==> config.mk <==
export PLATFORM = sky130hd
export DESIGN_NAME = rfas_bank
export DESIGN_NICKNAME = d
export VERILOG_FILES = /design/src/hdl/rfas_pkg.sv /design/src/hdl/rfas_bank.sv
export SDC_FILE = /design/constraint.sdc
export NUM_CORES = 1
export LEC_CHECK = 0
export ABC_AREA = 0
export BUFFER_PORTS_ARGS = -buffer_cell sky130_fd_sc_hd__buf_2
export CAP_MARGIN = 25
export CORE_UTILIZATION = 30
export DETAILED_ROUTE_END_ITERATION = 8
export PLACE_DENSITY = 0.52
export SLEW_MARGIN = 20
export SYNTH_ARGS = -nofsm -noshare
export SYNTH_HDL_FRONTEND = slang
export SYNTH_SLANG_ARGS = --single-unit
==> constraint.sdc <==
create_clock -name i_ref_clk -period 3.8 [get_ports i_ref_clk]
set_input_delay 0.38 -clock i_ref_clk [delete_from_list [all_inputs] [get_ports i_ref_clk]]
set_output_delay 0.38 -clock i_ref_clk [all_outputs]
set_load 0.02 [all_outputs]
==> src/hdl/rfas_pkg.sv <==
package rfas_pkg;

    // Management access widths
    localparam int ADDR_W = 5;
    localparam int DATA_W = 16;

    // Register indices on the management access port
    localparam logic [4:0] A_CTRL = 5'h00;
    localparam logic [4:0] A_STAT = 5'h01;
    localparam logic [4:0] A_CNT  = 5'h02;
    localparam logic [4:0] A_CFG  = 5'h03;

    // Control register field positions
    localparam int CTRL_SRST_BIT = 15;
    localparam int CTRL_FUNC_BIT = 14;
    localparam int CTRL_WO_LSB   = 12;
    localparam int CTRL_UPD_LSB  = 8;
    localparam int CTRL_RW_LSB   = 0;

    // Status register field positions
    localparam int STAT_LH_BIT   = 0;
    localparam int STAT_LL_BIT   = 1;
    localparam int STAT_LIVE_BIT = 2;

    // Configuration register field positions
    localparam int CFG_RET_LSB = 8;
    localparam int CFG_RWC_LSB = 0;

    // Values after reset, and the saturation value of the counter
    localparam logic [7:0]  RW_INIT  = 8'h01;
    localparam logic [3:0]  UPD_INIT = 4'h0;
    localparam logic [1:0]  WO_INIT  = 2'h0;
    localparam logic [7:0]  RET_INIT = 8'h00;
    localparam logic [15:0] CNT_MAX  = 16'hFFFF;

    // Duration of the self-clearing function
    localparam int CLK_MHZ      = 250;
    localparam int FUNC_TIME_NS = 40;
    localparam int FUNC_CYCLES  = (FUNC_TIME_NS * CLK_MHZ) / 1000;
    localparam logic [7:0] FUNC_LAST = 8'(FUNC_CYCLES - 1);

    // One management access, taken in a single cycle
    typedef struct packed {
        logic              rd;
        logic              wr;
        logic [4:0]        addr;
        logic [15:0]       wdata;
    } rfas_req_s;

    // Whole register state of the bank
    typedef struct packed {
        logic [7:0]  rw;
        logic [3:0]  upd_pend;
        logic [3:0]  upd_act;
        logic [1:0]  wo;
        logic        func_busy;
        logic [7:0]  func_cnt;
        logic        soft_pend;
        logic        lh;
        logic        ll;
        logic [15:0] cnt;
        logic [7:0]  ret;
        logic [7:0]  read_write_clear_field;
        logic [15:0] rdata;
        logic        rvalid;
    } rfas_state_s;

endpackage : rfas_pkg

==> src/hdl/rfas_bank.sv <==
`timescale 1ns/1ps
`default_nettype none

module rfas_bank
    import rfas_pkg::*;
(
    input  wire logic        i_ref_clk,
    input  wire logic        i_nrst,
    input  wire logic        i_ce,
    input  wire rfas_req_s   i_req,
    input  wire logic        i_lh_cond,
    input  wire logic        i_ll_cond,
    input  wire logic        i_cnt_event,
    output logic [15:0]      o_rdata,
    output logic             o_rvalid,
    output logic [7:0]       o_rw_cfg,
    output logic [3:0]       o_upd_cfg,
    output logic [1:0]       o_wo_cfg,
    output logic [7:0]       o_ret_cfg,
    output logic             o_func_busy,
    output logic             o_soft_rst
);

    logic        rst_meta;
    logic        rst_n;
    rfas_state_s r;
    rfas_state_s next_r;

    // Reset release through two flops so every state flop leaves reset on the same edge
    // The pin drops the bank at once; only the release is made synchronous
    always_ff @(posedge i_ref_clk or negedge i_nrst) begin
        if (!i_nrst) begin
            rst_meta <= 1'b0;
            rst_n    <= 1'b0;
        end else begin
            rst_meta <= 1'b1;
            rst_n    <= rst_meta;
        end
    end

    // Read data as seen by the station; unused positions stay zero
    function automatic logic [15:0] read_mux(input rfas_state_s s, input logic [4:0] a);
        logic [15:0] d;
        d = 16'h0000;
        unique case (a)
            A_CTRL: begin
                // Soft reset bit clears itself, so software always reads it as zero
                d[CTRL_SRST_BIT]              = 1'b0;
                d[CTRL_FUNC_BIT]              = s.func_busy;
                d[CTRL_UPD_LSB +: 4]          = s.upd_pend;
                d[CTRL_RW_LSB +: 8]           = s.rw;
                // Write-only bits read as zero, which is one legal undefined value
                d[CTRL_WO_LSB +: 2]           = 2'h0;
            end
            A_STAT: begin
                d[STAT_LH_BIT]   = s.lh;
                d[STAT_LL_BIT]   = s.ll;
                // Spare status position, held at zero like the reserved bits
                d[STAT_LIVE_BIT] = 1'b0;
            end
            A_CNT: begin
                // Full count goes out; the clear happens in the next-state logic
                d = s.cnt;
            end
            A_CFG: begin
                d[CFG_RET_LSB +: 8] = s.ret;
                d[CFG_RWC_LSB +: 8] = s.read_write_clear_field;
            end
            default: begin
                d = 16'h0000;
            end
        endcase
        return d;
    endfunction : read_mux

    // Next state: soft reset, then read clears, then writes, then hardware sets win last
    // A hardware event landing in the cycle of its clear must survive, otherwise
    // a short fault between two reads would go unseen
    always_comb begin
        logic        rd_stat;
        logic        rd_cnt;
        logic        rd_cfg;
        logic        wr_ctrl;
        logic        wr_cfg;
        logic [15:0] cnt_base;
        rd_stat  = i_req.rd && (i_req.addr == A_STAT);
        rd_cnt   = i_req.rd && (i_req.addr == A_CNT);
        rd_cfg   = i_req.rd && (i_req.addr == A_CFG);
        wr_ctrl  = i_req.wr && (i_req.addr == A_CTRL);
        wr_cfg   = i_req.wr && (i_req.addr == A_CFG);
        cnt_base = r.cnt;
        next_r   = r;
        next_r.rvalid    = 1'b0;
        next_r.soft_pend = 1'b0;

        // Soft reset: rw and the clear-on-read fields reload (wo and the function are kept), deferred value goes live
        if (r.soft_pend) begin
            next_r.rw      = RW_INIT;
            next_r.upd_act = r.upd_pend;
            next_r.read_write_clear_field     = 8'h00;
            next_r.lh      = 1'b0;
            next_r.ll      = 1'b1;
            cnt_base       = 16'h0000;
            // ret and upd_pend are left alone across a soft reset
            next_r.ret     = r.ret;
            next_r.upd_pend = r.upd_pend;
        end

        // Read answer and clear-on-read side effects
        // A read beside a write returns the value from before the write
        if (i_req.rd) begin
            next_r.rvalid = 1'b1;
            next_r.rdata  = read_mux(r, i_req.addr);
        end
        if (rd_stat) begin
            next_r.lh = 1'b0;
            next_r.ll = 1'b1;
        end
        if (rd_cnt) begin
            cnt_base = 16'h0000;
        end
        if (rd_cfg) begin
            next_r.read_write_clear_field = 8'h00;
        end

        // Writes; status and counter addresses ignore them
        // A write in the cycle a soft reset applies lands after it and wins
        if (wr_ctrl) begin
            next_r.rw       = i_req.wdata[CTRL_RW_LSB +: 8];
            next_r.upd_pend = i_req.wdata[CTRL_UPD_LSB +: 4];
            next_r.wo       = i_req.wdata[CTRL_WO_LSB +: 2];
            next_r.soft_pend = i_req.wdata[CTRL_SRST_BIT];
            // A go written while busy is ignored, so a running count is never cut short
            if (i_req.wdata[CTRL_FUNC_BIT] && !r.func_busy) begin
                next_r.func_busy = 1'b1;
                next_r.func_cnt  = FUNC_LAST;
            end
        end
        if (wr_cfg) begin
            next_r.ret = i_req.wdata[CFG_RET_LSB +: 8];
            next_r.read_write_clear_field = i_req.wdata[CFG_RWC_LSB +: 8];
        end

        // Self-clearing function counts down and drops its bit when finished
        if (r.func_busy) begin
            if (r.func_cnt == 8'h00) begin
                next_r.func_busy = 1'b0;
            end else begin
                next_r.func_cnt = r.func_cnt - 8'h01;
            end
        end

        // Conditions seen in the clearing cycle are kept, so no event is lost
        if (i_lh_cond) begin
            next_r.lh = 1'b1;
        end
        if (!i_ll_cond) begin
            next_r.ll = 1'b0;
        end

        // Saturate rather than wrap, so a burst between reads never shows as a small count
        if (i_cnt_event && (cnt_base != CNT_MAX)) begin
            next_r.cnt = cnt_base + 16'h0001;
        end else begin
            next_r.cnt = cnt_base;
        end

        // Clock enable low freezes the whole bank
        // The reset synchroniser sits outside this process and keeps running
        if (!i_ce) begin
            next_r = r;
        end
    end

    // State register; hardware reset loads every field including retained ones
    // Only constants in the reset branch; release timing comes from the synchroniser
    always_ff @(posedge i_ref_clk or negedge rst_n) begin
        if (!rst_n) begin
            r.rw        <= RW_INIT;
            r.upd_pend  <= UPD_INIT;
            r.upd_act   <= UPD_INIT;
            r.wo        <= WO_INIT;
            r.func_busy <= 1'b0;
            r.func_cnt  <= 8'h00;
            r.soft_pend <= 1'b0;
            r.lh        <= 1'b0;
            r.ll        <= 1'b1;
            r.cnt       <= 16'h0000;
            r.ret       <= RET_INIT;
            r.read_write_clear_field       <= 8'h00;
            r.rdata     <= 16'h0000;
            r.rvalid    <= 1'b0;
        end else begin
            r <= next_r;
        end
    end

    // Outputs come straight from the state flops
    // Nothing here is decoded, so the station never sees a glitch
    assign o_rdata     = r.rdata;
    assign o_rvalid    = r.rvalid;
    assign o_rw_cfg    = r.rw;
    assign o_upd_cfg   = r.upd_act;
    assign o_wo_cfg    = r.wo;
    assign o_ret_cfg   = r.ret;
    assign o_func_busy = r.func_busy;
    assign o_soft_rst  = r.soft_pend;

endmodule : rfas_bank

`default_nettype wire

==> impl_metrics.py <==
metrics = {
    "logic_synthesis": {
        "synth.area.mux_share": 0.0572,
        "yosys.area_share.adder": 0.00596,
        "seq_area_frac_synth": 0.484,
        "synth_edf_count": 0,
        "yosys.area_share.simple": 0.193,
        "synth_compound_area_frac": 0.159,
        "yosysUniqueCellTypes": 58,
        "synth_top_family_by_area": "simple AND/OR/NAND/NOR gates",
        "synth_xor_area_frac": 0.00626,
        "netlist_area_sq_mm": 0.00420,
        "async_flop_share": 1.00,
        "syn_inst": 433,
        "synth_warnings": 0,
        "avgSynthCellArea_sq_um": 9.69,
        "syn_nets": 464,
        "synthFlopType": "dfrtp_1",
        "synth-seq-cells": 81,
    },
    "detailed_routing": {
        "ant_nets": 0,
        "wl_met3_microns": 602,
        "top_layer_used": "met4",
        "wl_microns": 11000,
        "post_drt_wl_per_cell_microns": 17.1,
        "dr.pass1.iters": 4,
        "vias": 3275,
        "drc": 0,
        "met2WireLength_microns": 4810,
        "m1WireLength_microns": 5350,
        "drt-initial-drc-count": 239,
        "vias_per_cell": 5.11,
    },
    "worst_hold_path": {
        "hold_class": "input pin to register",
    },
    "die": {
        "die_h_microns": 120,
        "die_w_microns": 120,
        "coreArea_sq_mm": 0.0135,
        "io_pins": 70,
        "num_rows": 42,
        "start_util": 0.312,
        "die-area_sq_mm": 0.0145,
    },
    "timing": {
        "min_period_over_period": 0.729,
        "drv_slew": 0,
        "maxSlewHeadroom": 0.481,
        "finalCriticalPeriod_ns": 2.77,
        "finalSetupViolCount": 0,
        "clock_skew_ns": 0.00729,
        "fin_setup_tns_ns": 0,
        "fin_ws_ns": 1.03,
        "rsz0062_at_grt": "no",
        "fmax_mhz": 361,
        "worstMarginPinSlew_ns": 0.773,
        "hold_violations": 0,
    },
    "global_routing": {
        "antenna_found_initial": 0,
        "grt_pass1_wl_microns": 17600,
        "grt_overflow": 0,
        "grt_pass1_vias": 3158,
        "track_usage": 0.162,
        "grt_max_degree": 80,
    },
    "final_layout": {
        "instances_no_fill": 641,
        "mostFrequentLayoutCells": "89 x nand2_1, 78 x dfrtp_1, 69 x buf_2",
        "fin_nets": 492,
        "area_growth_pct": 12.9,
        "nFillCells": 1420,
        "final_common_cell": "nand2_1",
        "drive_above_1_share": 0.237,
        "diodes": 0,
    },
    "setup_path": {
        "cp_cell_sequence": "buf_2 > nor4b_2 > a21oi_1 > and2_1 > ha_1 > nand4_1 > nor4_4 > or4b_4 > o311ai_0 > o41ai_1",
        "crit_type": "input pin to register",
        "cp_slowest_cell": "or4b_4",
        "crit_path_start_kind": "input pin",
        "worst-path-buf-inv": 1,
        "crit_family": "simple AND/OR/NAND/NOR gates",
        "required_ns": 4.02,
        "slowest_delay_ns": 0.55,
        "critical_path_arrival_ns": 2.99,
        "cp_max_fo": 10,
        "critPathCaptureType": "register",
    },
    "placed_design": {
        "gp_congestion": 0.790,
        "numPortBuffers": 69,
        "placed_cells": 624,
        "dp_slack_ns": 0.695,
        "dp_hpwl_microns": 7700,
    },
    "clock_tree": {
        "ctsHoldBuffers": 1,
        "insertion_delay_ns": 0.35,
        "cts_setup_buffers": 0,
        "cts_tree": "done",
        "htreeDepth": 3,
        "cts.clk_slew.worst_paths_ns": 0.06,
        "cts-resized-gates": 0,
        "cts_buffers": 9,
        "ctsRootBufferMaster": "clkbuf_16",
        "clk_path_buf_depth": 2,
        "cts.sinks": 81,
    },
    "outcome": {
        "status": "finished, final reports clean",
    },
    "pwr": {
        "leakagePower_nw": 2.31,
        "peakVddDrop_mv": 0.329,
        "p_total_w": 0.00232,
        "power_density_mw_per_mm2": 490,
    },
    "run": {
        "maxCapViolations": 0,
    },
}
[flip-flops by register name, summed over array words and instances, names as in the netlist]
name	count
o_rvalid	1
o_ret_cfg	8
o_upd_cfg	4
rst_n	1
o_rdata	16
rst_meta	1
o_wo_cfg	2
o_soft_rst	1
o_func_busy	1
o_rw_cfg	8
r	38
[cells in the mapped netlist (2+ instances only)]
master | instances | area [sq um]
buf_2 | 4 | 20.0
buf_4 | 38 | 285
dfstp_2 | 2 | 52.6
clkbuf_1 | 13 | 48.8
xnor2_1 | 2 | 17.5
inv_1 | 7 | 26.3
or2_2 | 3 | 18.8
nor3_1 | 8 | 40.0
nand3_1 | 15 | 75.1
or4b_4 | 2 | 27.5
o41ai_1 | 2 | 17.5
mux4_2 | 2 | 45.0
dfrtp_1 | 79 | 1980
and2_1 | 6 | 37.5
o2bb2ai_1 | 2 | 17.5
nand2_1 | 89 | 334
buf_1 | 2 | 7.51
nor4_1 | 3 | 18.8
mux2_2 | 4 | 45.0
nor3b_1 | 2 | 15.0
nand4_1 | 10 | 62.6
ha_1 | 2 | 25.0
o31ai_1 | 6 | 45.0
o21ai_0 | 25 | 125
nor2b_1 | 3 | 18.8
nor2_1 | 15 | 56.3
and3_1 | 4 | 25.0
o311ai_0 | 2 | 17.5
mux2i_1 | 15 | 150
a31oi_1 | 4 | 25.0
a22o_1 | 23 | 201
a21o_1 | 4 | 30.0
a21oi_1 | 10 | 50.1
[final timing paths]
path                       slack [ns]  cells after the start        from            to
max                              1.03                     10   i_req[20]         r[46]
min                              0.24                      3    i_req[7]   o_rw_cfg[7]
max reg2reg                      1.13                      8  o_soft_rst         r[47]
min reg2reg                      0.27                      0       rst_n  o_upd_cfg[0]
max in group asynchronous        2.88                      1       rst_n         r[49]
min in group asynchronous        0.27                      0       rst_n  o_upd_cfg[0]
[kinds of logic after synthesis]
family          Yosys count
fa+ha+maj                 2
simple gates            167
xor+xnor                  3
other cells               1
compound gates           92
flops                    81
buf+inv                  66
mux                      21
[metal layers]
metal	vias to the layer above	GRT usage
met2	80	0.237
li1	1558	-
met3	11	0.0514
met1	1626	0.225
met4	0	0.0579
met5	-	0
[worst register-to-register path, cell delays in order (launching register included)]
cell       delay (ns)
dfrtp_1          0.47
a21oi_1          0.43
and2_1           0.20
ha_1             0.21
nand3_1          0.16
nor3_1           0.59
nand4_1          0.22
mux2i_1          0.19
o2bb2ai_1        0.07
[layout make-up]
type,instances,area [sq um],share of cell area
clock buffers,11,243,0.0512
repair buffers,75,413,0.0871
inverters,8,30.0,0.00634
clock inverters,4,30.0,0.00634
well taps,176,220,0.0465
flip-flops and latches,81,2030,0.429
multi-input cells,286,1770,0.374
[metrics by stage]
step | util | hold WS (ns) | cell area, sq um
2_1_floorplan | - | 0.0844 | 4200
3_3_place_gp | 0.329 | 0.165 | 4430
3_5_place_dp | 0.329 | 0.167 | 4430
4_1_cts | 0.350 | 0.224 | 4710
5_1_grt | 0.352 | 0.238 | 4740
6_report | 0.352 | 0.243 | 4740
[power breakdown]
part           total [W]  internal (W)  leakage [nW]  switching [W]
Combinational   0.000415      0.000182          1.12       0.000233
Sequential       0.00110      0.000974          1.08       0.000126
Clock           0.000806      0.000456         0.120       0.000349
Power figures use the tool's default switching activity.
